[config.mk]
export PLATFORM = sky130hd
export DESIGN_NAME = fls_fault_latch_sequencer
export DESIGN_NICKNAME = d
export VERILOG_FILES = /design/src/pkg/fls_pkg.sv /design/src/verilog/fls_fault_latch_sequencer.sv
export SDC_FILE = /design/constraint.sdc
export NUM_CORES = 1
export LEC_CHECK = 0
export ABC_AREA = 1
export BUFFER_PORTS_ARGS = -buffer_cell sky130_fd_sc_hd__buf_2
export CAP_MARGIN = 20
export CORE_MARGIN = 1
export CORE_UTILIZATION = 56
export DETAILED_ROUTE_END_ITERATION = 8
export PLACE_DENSITY_LB_ADDON = 0.2
export SYNTH_ARGS = -nofsm -noshare
export SYNTH_HDL_FRONTEND = slang
export SYNTH_SLANG_ARGS = --single-unit
[constraint.sdc]
create_clock -name i_ref_clk -period 1.9 [get_ports i_ref_clk]
set_input_delay 0.38 -clock i_ref_clk [delete_from_list [all_inputs] [get_ports i_ref_clk]]
set_output_delay 0.38 -clock i_ref_clk [all_outputs]
set_load 0.03 [all_outputs]
[src/pkg/fls_pkg.sv]
// Constants, channel tables and carrier types of the fault latch sequencer.
// Assumes a single 250 MHz clock and comparator flags synchronous to it.
package fls_pkg;

	// Clock and qualification times
	localparam int CLK_NS      = 4;
	localparam int T_1MS_NS    = 1_000_000;
	localparam int T_128US_NS  = 128_000;
	localparam int T_2S1_MS    = 2100;
	localparam int T_TSD_NS    = 30_000;
	localparam int CYC_1MS     = (T_1MS_NS + CLK_NS - 1) / CLK_NS;
	localparam int CYC_128US   = (T_128US_NS + CLK_NS - 1) / CLK_NS;
	localparam int CYC_2S1     = T_2S1_MS * (1_000_000 / CLK_NS);
	localparam int CYC_TSD     = (T_TSD_NS + CLK_NS - 1) / CLK_NS;

	// Widths
	localparam int TICK_W      = 30;
	localparam int TSD_W       = 16;
	localparam int QCNT_W      = 3;
	localparam int HC_W        = 3;
	localparam int NCH         = 11;
	localparam int NTICK       = 3;
	localparam int NEV         = 2;

	// Timer selectors
	localparam int TK_1MS      = 0;
	localparam int TK_128US    = 1;
	localparam int TK_2S1      = 2;

	// Qualification channels
	localparam int CH_RES_STOP = 0;
	localparam int CH_EXT_ERR  = 1;
	localparam int CH_BACKUP   = 2;
	localparam int CH_OC       = 3;
	localparam int CH_DPL      = 4;
	localparam int CH_NOOP     = 5;
	localparam int CH_MZC      = 6;
	localparam int CH_SZC      = 7;
	localparam int CH_SOFT     = 8;
	localparam int CH_CUR      = 9;
	localparam int CH_OTHER    = 10;

	// Per-channel timer, terminal count, reset style and latch role
	localparam logic [NCH-1:0][1:0] CH_TICK = {
		2'h2, 2'h2, 2'h1, 2'h2, 2'h2, 2'h2, 2'h2, 2'h2, 2'h0, 2'h1, 2'h0};
	localparam logic [NCH-1:0][QCNT_W-1:0] CH_TERM = {
		3'h3, 3'h5, 3'h5, 3'h5, 3'h5, 3'h5, 3'h5, 3'h5, 3'h3, 3'h5, 3'h5};
	localparam logic [NCH-1:0] CH_CONT    = 11'h7E7;
	localparam logic [NCH-1:0] CH_LATCH   = 11'h7FE;
	localparam logic [NCH-1:0] CH_ZC_MASK = 11'h0C0;

	// Overcurrent detections per half cycle that make one fault event
	localparam logic [HC_W-1:0] HC_EVENTS = 3'h4;

	typedef struct packed {
		logic out_sense_le_stop_thr;
		logic stop_thr_ge_4v0;
		logic backup_ov_gt_2v922;
		logic out_sense_gt_2v922;
		logic out_sense_gt_2v700;
		logic out_sense_gt_2v4;
		logic out_sense_lt_2v4;
		logic out_sense_le_0v3;
		logic corr_oc_pulse;
		logic dyn_limit_pulse;
		logic half_cycle_end;
		logic ac_detect_on;
		logic c_period;
		logic master_zc_lost;
		logic slave_zc_lost;
		logic mains_rms_ge_7v0;
		logic err_amp_le_0v4;
		logic err_amp_overcurrent;
		logic zc_clamp_overcurrent;
		logic cur_pos_gt_0v22;
		logic cur_neg_lt_m0v25;
		logic cur_gt_0v175;
		logic softstart_gt_4v0;
		logic ref_overvolt;
		logic minfreq_low_current;
		logic over_temp;
		logic supply_undervolt;
		logic standby_mode;
		logic drive_high_req;
		logic drive_low_req;
	} fls_sense_t;

	typedef struct packed {
		logic shutdown_latch;
		logic thermal_latch;
		logic converter_halt;
		logic res_stop;
		logic res_drive_high;
		logic res_drive_low;
		logic corr_drive_stop;
		logic softstart_charge;
		logic power_good;
		logic reference_on;
		logic mains_detect_on;
	} fls_out_t;

	typedef struct packed {
		logic [NTICK-1:0][TICK_W-1:0] tick_cnt;
		logic [TSD_W-1:0]             tsd_cnt;
		logic [NCH-1:0][QCNT_W-1:0]   qcnt;
		logic [NEV-1:0][HC_W-1:0]     hc_cnt;
		logic [NEV-1:0]               seen;
		logic                         standby_d;
		logic                         shutdown;
		logic                         thermal;
		fls_out_t                     out;
	} fls_state_t;

endpackage

[src/verilog/fls_fault_latch_sequencer.sv]
// Fault qualification and shutdown latch logic of the converter controller.
// Assumes comparator and timer flags arrive synchronous to i_ref_clk.
`timescale 1ns/100ps
`default_nettype none

module fls_fault_latch_sequencer
	import fls_pkg::*;
#(
	parameter int P_CYC_1MS   = CYC_1MS,
	parameter int P_CYC_128US = CYC_128US,
	parameter int P_CYC_2S1   = CYC_2S1,
	parameter int P_CYC_TSD   = CYC_TSD
)
(
	input  wire logic       i_ref_clk,
	input  wire logic       i_reset_n,
	input  wire fls_sense_t i_sense,
	output fls_out_t        o_ctrl
);

	localparam logic [NTICK-1:0][TICK_W-1:0] PERIOD_M1 = {
		TICK_W'(P_CYC_2S1 - 1),
		TICK_W'(P_CYC_128US - 1),
		TICK_W'(P_CYC_1MS - 1)
	};
	localparam logic [TSD_W-1:0] TSD_TERM = TSD_W'(P_CYC_TSD);

	if (P_CYC_1MS < 2 || P_CYC_128US < 2 || P_CYC_2S1 < 2
		|| P_CYC_2S1 >= (1 << TICK_W) || P_CYC_1MS >= (1 << TICK_W)
		|| P_CYC_128US >= (1 << TICK_W)) begin : g_bad_tick
		$error("Timer period out of range");
	end
	if (P_CYC_TSD < 1 || P_CYC_TSD >= (1 << TSD_W)) begin : g_bad_tsd
		$error("Thermal delay out of range");
	end

	fls_state_t st_ff;
	fls_state_t nxt_st;

	logic [NTICK-1:0]             tick;
	logic [NTICK-1:0][TICK_W-1:0] nxt_tick_cnt;
	logic [NCH-1:0]               ch_cond;
	logic [NCH-1:0]               ch_valid;
	logic [NCH-1:0]               ch_clr;
	logic [NCH-1:0]               ch_done;
	logic [NCH-1:0][QCNT_W-1:0]   nxt_qcnt;
	logic [NEV-1:0][HC_W-1:0]     nxt_hc_cnt;
	logic [NEV-1:0]               nxt_seen;
	logic [NEV-1:0]               ev_pulse;
	logic                         zc_suppress;
	logic                         other_fault;
	logic                         tsd_fire;
	logic                         standby_entry;
	logic                         shutdown_set;
	logic                         halt;

	// Qualification timers
	for (genvar k = 0; k < NTICK; k++) begin : g_tick
		assign tick[k] = (st_ff.tick_cnt[k] == PERIOD_M1[k]);
		assign nxt_tick_cnt[k] = tick[k] ? '0 : TICK_W'(st_ff.tick_cnt[k] + 1'h1);
	end

	// Half-cycle event counting
	assign ev_pulse[0] = i_sense.corr_oc_pulse;
	assign ev_pulse[1] = i_sense.dyn_limit_pulse;

	for (genvar e = 0; e < NEV; e++) begin : g_ev
		logic [HC_W-1:0] hc_nxt;
		logic            seen_set;

		always_comb
		begin
			hc_nxt = st_ff.hc_cnt[e];
			seen_set = 1'h0;
			if (i_sense.half_cycle_end)
			begin
				seen_set = i_sense.ac_detect_on && (st_ff.hc_cnt[e] >= HC_EVENTS);
				hc_nxt = '0;
			end
			else if (i_sense.ac_detect_on && ev_pulse[e] && (st_ff.hc_cnt[e] < HC_EVENTS))
			begin
				hc_nxt = HC_W'(st_ff.hc_cnt[e] + 1'h1);
			end
		end

		assign nxt_hc_cnt[e] = hc_nxt;
		assign nxt_seen[e] = seen_set | (st_ff.seen[e] & ~tick[TK_2S1]);
	end

	// Channel conditions
	// Output at or below threshold
	assign ch_cond[CH_RES_STOP] = i_sense.out_sense_le_stop_thr;
	assign ch_cond[CH_EXT_ERR] = i_sense.stop_thr_ge_4v0;
	assign ch_cond[CH_BACKUP] = i_sense.backup_ov_gt_2v922 & ~i_sense.out_sense_gt_2v922;
	assign ch_cond[CH_OC] = st_ff.seen[0];
	assign ch_cond[CH_DPL] = st_ff.seen[1];
	assign ch_cond[CH_NOOP] = i_sense.out_sense_lt_2v4;
	assign ch_cond[CH_MZC] = i_sense.master_zc_lost;
	assign ch_cond[CH_SZC] = i_sense.slave_zc_lost;
	assign ch_cond[CH_SOFT] = i_sense.softstart_gt_4v0;
	assign ch_cond[CH_CUR] = i_sense.cur_gt_0v175;
	assign ch_cond[CH_OTHER] = other_fault;

	assign other_fault = i_sense.ref_overvolt
		| i_sense.err_amp_overcurrent
		| i_sense.zc_clamp_overcurrent
		| i_sense.out_sense_le_0v3
		| i_sense.minfreq_low_current;

	assign ch_valid = ~(CH_ZC_MASK & {NCH{~i_sense.c_period}});
	assign zc_suppress = i_sense.mains_rms_ge_7v0 & i_sense.err_amp_le_0v4;
	assign ch_clr = CH_ZC_MASK & {NCH{zc_suppress}};

	// Qualification counters
	for (genvar g = 0; g < NCH; g++) begin : g_ch
		logic              ch_tick;
		logic [QCNT_W-1:0] q_nxt;

		assign ch_tick = tick[CH_TICK[g]];
		assign ch_done[g] = (st_ff.qcnt[g] == CH_TERM[g]);

		always_comb
		begin
			q_nxt = st_ff.qcnt[g];
			if (ch_clr[g])
			begin
				q_nxt = '0;
			end
			else if (!ch_valid[g])
			begin
				q_nxt = st_ff.qcnt[g];
			end
			else if (ch_tick && ch_cond[g])
			begin
				if (!ch_done[g])
				begin
					q_nxt = QCNT_W'(st_ff.qcnt[g] + 1'h1);
				end
			end
			else if (!ch_cond[g] && (ch_tick || CH_CONT[g]))
			begin
				q_nxt = '0;
			end
		end

		assign nxt_qcnt[g] = q_nxt;
	end

	assign tsd_fire = i_sense.over_temp && (st_ff.tsd_cnt >= TSD_TERM);

	assign standby_entry = i_sense.standby_mode & ~st_ff.standby_d;

	assign shutdown_set = |(ch_done & CH_LATCH & ~ch_clr);

	always_comb
	begin
		nxt_st = st_ff;
		nxt_st.tick_cnt = nxt_tick_cnt;
		nxt_st.qcnt = nxt_qcnt;
		nxt_st.hc_cnt = nxt_hc_cnt;
		nxt_st.seen = nxt_seen;
		nxt_st.standby_d = i_sense.standby_mode;

		if (!i_sense.over_temp)
		begin
			nxt_st.tsd_cnt = '0;
		end
		else if (st_ff.tsd_cnt < TSD_TERM)
		begin
			nxt_st.tsd_cnt = TSD_W'(st_ff.tsd_cnt + 1'h1);
		end

		nxt_st.shutdown = shutdown_set | (st_ff.shutdown & ~standby_entry);
		nxt_st.thermal = tsd_fire | (st_ff.thermal & ~i_sense.supply_undervolt);

		halt = nxt_st.shutdown | nxt_st.thermal;

		nxt_st.out.shutdown_latch = nxt_st.shutdown;
		nxt_st.out.thermal_latch = nxt_st.thermal;
		nxt_st.out.converter_halt = halt;
		nxt_st.out.res_stop = ch_done[CH_RES_STOP] | halt;
		nxt_st.out.res_drive_high = i_sense.drive_high_req & ~nxt_st.out.res_stop;
		nxt_st.out.res_drive_low = i_sense.drive_low_req & ~nxt_st.out.res_stop;
		nxt_st.out.corr_drive_stop = i_sense.out_sense_gt_2v700 | halt;
		nxt_st.out.softstart_charge = i_sense.cur_pos_gt_0v22 | i_sense.cur_neg_lt_m0v25;
		nxt_st.out.power_good = i_sense.out_sense_gt_2v4 & ~halt;
		nxt_st.out.reference_on = ~nxt_st.thermal;
		nxt_st.out.mains_detect_on = ~nxt_st.thermal;
	end

	always_ff @(posedge i_ref_clk)
	begin
		if (!i_reset_n)
		begin
			st_ff <= '0;
		end
		else
		begin
			st_ff <= nxt_st;
		end
	end

	assign o_ctrl = st_ff.out;

endmodule

`default_nettype wire
==> metrics.txt, run 1 <==
top_reg_cell synth=dfxtp_1; drt first-iter violations=around 560; failing checks=design-rule violations; RePlAce Congestion=0.949; Syn Inst Count=around 1300; FP Rows=between 40 and 50; top-level I/O count=43; GR Overflow Total=0; crit-path max FO=6; DR vias=around 8200; area added between synthesis and finish=12.3%; Pins Over Slew Limit=0; Simple-Gate Fraction of Synth Area=between 30% and 40%; H-tree Lvls=4; Max Cap Viol=0; xor and xnor area share after synthesis=between 3 and 4%; vias in the first global route=about 7400; Least-Margin Pin Slew=between 500 and 600 ps; largest net degree at the start of global routing=29; antenna-violating nets left=0; full die area=0.0161 mm^2; non-filler cells, final=1547; CTS sink cnt=roughly 160; Via-to-Cell Ratio=around 5.3; CTS tree=yes; Clock Path Buffers=2; CTS root buffer=clkbuf_16; Antenna Cells=0; first-pass GRT wire length=33000 um; fin crit share=between 90% and 100%; clock-pin slew on the worst setup and hold paths=approximately 70 ps; Hold WC Path Type=in -> reg; startpoint types=flop; Max Freq=between 0.5 and 0.6 GHz; total iterations of the first detailed-routing run=9; Mapped Area=~0.0087 mm^2; critical path arrival=2050 ps; Die Height=about 130 um; FF+latch count, synth=158; Unique masters post-synth=44; leakage=just under 0.004 uW; Placed Instances=1511; GRT Total Usage=about a quarter; nets@finish=between 1000 and 1500; Initial Util=between 50% and 60%; PD cells=roughly 700 mW/mm^2; status=complete, but fails checks; largest family of logic cells by synthesized area=simple AND/OR/NAND/NOR gates; Critical Path RT=about 2200 ps; Yosys warnings=0; worst-skew pair later-pin latency=430 ps; total power=6900 uW; crit end category=flop; core area=around 0.015 mm^2; hpwl dp=roughly 15000 um; highest-count cells in the layout ignoring fill and taps=nand2_1, inv_1, nor2_1; peak supply drop=around 630 uV; Post-synth ARST share=0%; Final min period=1740 ps; layout cells sized above 1=between 10 and 15%; post-route clock skew=8.86 ps; worst rel slew slack=between 60 and 70%; post-synthesis compound-gate area fraction=8.24%; DRC Markers=2; commonest non-fill, non-tap cell in the layout=nand2_1; Mapped Avg Cell Area=a little under 7 um^2; syn_nets=1349; Layout Utilization=between 60% and 70%; initial antenna violation count=1; final count of hold timing violations=0; area share of fa/ha/maj cells after synthesis=4.16%; RSZ-0062 raised after global routing=no; CTS buffer count=17; Post-Route WL=19800 um; sequential element share of the synthesized area=a little over a third; post-route setup TNS=0 ps; count of input and output buffers=42; mux cell area share after synthesis=0%; Post-synth EDFFs=0; crit path kind=reg -> reg; WL/cell=between 10 and 15 um; Die Wd=around 130 um; Setup violations, final=0
==> state kept, by name, indices dropped and copies added, names as in the netlist <==
name,count
st_ff,146
o_ctrl,10
ch_cond,2
==> worst paths after layout <==
check / from / endpoint / slack, ps / cells past startpoint
min: i_sense[2] / st_ff[13] / 160 / 3
max reg2reg: st_ff[101] / st_ff[120] / 160 / 13
max: st_ff[101] / st_ff[120] / 160 / 13
min reg2reg: st_ff[69] / st_ff[69] / 440 / 2
==> timing repair <==
action	4_1_cts	5_1_grt
setup buffers	0	2
endpoints found under the setup margin	0	41
resized for setup	0	7
hold buffers	0	0
==> routing by layer <==
metal / routed length (um) / track usage [%] / part of all wire, % / up-vias
met5: 0 / 0 / 0 / -
met4: 340 / 8.75 / 1.7 / 0
met3: 965 / 5.31 / 4.9 / 38
met2: 9140 / 41.5 / 46 / 195
met1: 9340 / 32.6 / 47 / 3740
li1: - / - / - / 4266
==> synth_stat cells (all sizes together) (4+ instances only) <==
cell    instances  share of area [%]
or2             9               0.65
nand3         108                6.5
nand2         291                 13
a21oi         101                5.8
xnor2           9               0.90
dfxtp         158                 36
xor2           22                2.2
inv           181                7.8
ha             29                4.2
nand4          55                4.2
o21ai          29                1.7
nor2          187                9.2
nor3b           6               0.52
nand3b          6               0.52
nor3           44                2.7
clkbuf          4               0.17
buf            28                2.3
nor4            5               0.36
==> critical path, stage by stage (launching register included) <==
cell     delay, ps
dfxtp_1        380
ha_1           180
nand2_1         50
inv_1           60
nand2_1         80
inv_2           90
nand2_2         90
inv_2           90
nand2_1         80
nor2_4         150
nor2_4          60
buf_4          150
o21ai_0         80
a21oi_1         70
==> per-stage QoR <==
| step | instance area (um^2) | hold slack [ps] | setup slack, ps |
|---|---|---|---|
| detailed placement | 9160 | 432 | 87.5 |
| global route | 9790 | 171 | 0.804 |
| floorplan | 8710 | 415 | 261 |
| global placement | 9160 | 427 | 142 |
| CTS | 9720 | 148 | 71.2 |
| finish | 9790 | 157 | 161 |
==> power breakdown <==
group          internal, uW  total (uW)  switching (uW)  leakage [uW]
Combinational          93.0         255             162       0.00232
Sequential             3340        3370            21.0       0.00128
Clock                  1830        3280            1450      0.000272
==> layout make-up <==
| cell class | count | area [um^2] |
|---|---|---|
| Fill cell | 1367 | 5420 |
| Multi-Input combinational cell | 918 | 4700 |
| Sequential cell | 158 | 3160 |
| Inverter | 182 | 684 |
| Timing Repair Buffer | 69 | 442 |
| Clock buffer | 18 | 429 |
| Tap cell | 188 | 235 |
| Clock inverter | 14 | 134 |
==> kinds of logic (layout without fill, tap and decap cells) <==
family | Yosys count | in the layout
xor+xnor | 31 | 31
compound gates | 139 | 139
simple gates | 717 | 719
flops | 158 | 158
fa+ha+maj | 29 | 29
buf+inv | 214 | 283
Note: power is estimated with default switching activity, not from simulation.
==> inputs of run 2 (changes only) <==
Settings changed: ABC_AREA 1 to unset, SLEW_MARGIN set to 15, TNS_END_PERCENT set to 30.
==> run 2 against run 1 <==
Against the previous run: the run now ends clean; cell area down 7.9%; non-clock buffer count up 32; sequential share of layout area up 2.8 points; critical endpoint is now st_ff[34]; power up 0.54%; utilization up 5.6 points; worst hold slack better by 4.6 ps; count of clock-buffer cells in the layout up 6; global-route usage down 0.85 points; maximum frequency down 7.0%; via count down 25%; register-to-register slack worse by 130 ps.
==> metrics.txt, run 2 <==
clock-pin slew on the worst setup and hold paths=60 ps (about the same); Synth top cells by count=dfxtp_1, nor2_1, xor2_1; largest net degree at the start of global routing=31 (+6.9%); top_reg_cell synth=dfxtp_1; crit end category=flop; DR vias=6197 (-25%); DP Worst Slack=-413 ps (-500 ps); fill count=962 (-30%); Post-Layout Inst Area=0.00901 mm^2 (-7.9%); Setup violations, final=0 (unchanged); WL/cell=15.3 um (+20%); GRT Total Usage=24.3% (-0.85 points); top-level I/O count=43 (unchanged); DRC Markers=0 (-2); full die area=0.0139 mm^2 (-13%); Max Cap Viol=0 (unchanged); count of input and output buffers=42 (unchanged); Placement Cell Area=0.00812 mm^2 (-11%); Hold WC Path Type=in -> reg; startpoint types=flop; Unique masters post-synth=63 (+43%); Top Family by Delay on Critical Path=simple AND/OR/NAND/NOR gates; Max Freq=0.535 GHz (-7.0%); crit path kind=reg -> reg; Initial Util=58.5% (+1.1 points); most frequent CP cell=buf_6; crit-path max FO=7 (+1); max reg flops=146 (unchanged); Synth area leaders=dfxtp_1, xor2_1, nor2_1; FP Rows=41 (-8.9%); Clock Path Buffers=2 (unchanged); Post-Route WL=16800 um (-15%); Antenna Cells=0 (unchanged); Post-synth ARST share=0% (unchanged); CTS sink cnt=158 (unchanged); core area=0.0129 mm^2 (-15%); PD cells=769 mW/mm^2 (+9.2%); worst-skew pair later-pin latency=420 ps (about the same); H-tree Lvls=4 (unchanged); GR Overflow Total=0 (unchanged); sequential element share of the synthesized area=42.0% (+5.7 points); first-pass GRT wire length=27800 um (-16%); CTS root buffer=clkbuf_16; layout cells sized above 1=19.3% (+7.7 points); Final WS setup=30.6 ps (-130 ps); fin crit share=98.4% (+6.8 points); CTS buffer count=17 (unchanged); Syn Inst Count=827 (-36%); syn_nets=888 (-34%); initial antenna violation count=0 (-1); Yosys warnings=0 (unchanged); RSZ-0062 raised after global routing=yes; Die Wd=118 um (-6.9%); leakage=0.00367 uW (-5.2%); peak supply drop=781 uV (+24%); post-route clock skew=6.28 ps (-2.58 ps); Layout Utilization=70.0% (+5.6 points); Mapped Avg Cell Area=9.10 um^2 (+35%); highest-count cells in the layout ignoring fill and taps=dfxtp_1, nor2_1, xor2_1; RePlAce Congestion=0.877 (-7.6%); Post-synth EDFFs=0 (unchanged); Pins Over Slew Limit=0 (unchanged); area share of the largest cell type after synthesis=42.0% (+5.7 points); CP peak stage delay=360 ps (-20 ps); antenna-violating nets left=0 (unchanged); crit path cell chain=nor4b_4, nand4_4, buf_6, nor3_4, buf_6, a21boi_2, o21a_1; Mapped Area=0.00753 mm^2 (-14%); worst rel slew slack=64.6% (-0.54 points); hpwl dp=11300 um (-23%); count leader, synth=dfxtp_1; Via-to-Cell Ratio=5.66 (+6.3%); total iterations of the first detailed-routing run=5 (-4); Critical Path RT=2210 ps (about the same); CTS tree=yes; nets@finish=972 (-31%); total power=6930 uW (+0.54%); Least-Margin Pin Slew=525 ps (+7.26 ps); status=completed; Critical-path top delay cell=dfxtp_4; WP buf/inv=2 (-2); most area-hungry cell type in the Yosys netlist=dfxtp_1; Biggest register=st_ff; critical path arrival=2180 ps (+130 ps); drt first-iter violations=311 (-44%); Final min period=1870 ps (+130 ps); final count of hold timing violations=0 (unchanged); hold buffer count at cts=0 (unchanged); FF+latch count, synth=158 (unchanged); Die Height=118 um (-6.9%); area added between synthesis and finish=19.7%; commonest non-fill, non-tap cell in the layout=dfxtp_1; vias in the first global route=6236 (-15%)
## run 2: area by class of cell
cell class,instances,area (um^2),share of cell area [%]
multi-input combinational,610,4240,47.0
clock inverter,7,85.1,0.944
sequential,158,3170,35.1
tap,172,215,2.39
clock buffer,24,492,5.46
timing repair buffer,101,727,8.07
inverter,23,86.3,0.958
## run 2: worst min-delay path, delay by kind of cell
family / cells / cell delay [ps]
buffers and inverters: 1 / 80
AND/OR/NAND/NOR: 2 / 90
## run 2: through the flow
step	TNS [ps]	std cells	hold slack, ps
after detailed placement	-4170	1054	452
after global placement	-3240	1054	429
after floorplan	0	827	417
final	0	1095	162
after global routing	-920	1095	161
after CTS	-4.40	1089	152
## run 2: per-layer routing
layer,wire length [um],vias up,track usage [%]
met5,0,-,0
met1,7490,2994,29.7
met2,8330,120,41.3
li1,-,3059,-
met3,587,24,4.60
met4,358,0,11.1
## run 2: what timing repair did
item	4_1_cts	5_1_grt
pin swaps	10	12
setup buffers	4	5
setup endpoints to repair	43	84
gates cloned	0	1
gates resized for setup	14	28
## run 2: cells by family (layout without fill, tap and decap cells)
family	count (synthesis)	count (layout)	share of synthesized area [%]
AOI/OAI and AO/OA	64	64	6.13
xor gates and xnor gates	99	99	11.5
adders and majority gates	29	29	4.82
buffers and inverters	59	155	4.12
DFF	158	158	42.0
muxes	10	10	1.33
and+or+nand+nor	408	408	30.1
## run 2: worst paths after layout
check | end | slack, ps | cells after the start | startpoint
setup / recovery | st_ff[34] | 30 | 7 | st_ff[147]
setup reg to reg | st_ff[34] | 30 | 7 | st_ff[147]
hold / removal | o_ctrl[3] | 160 | 3 | i_sense[10]
hold reg to reg | st_ff[71] | 470 | 1 | st_ff[71]
## run 2: power breakdown
part           leakage (uW)  switching [uW]  internal (uW)
Sequential          0.00128            22.7           3340
Combinational       0.00210             138           87.1
Clock              0.000290            1290           2060
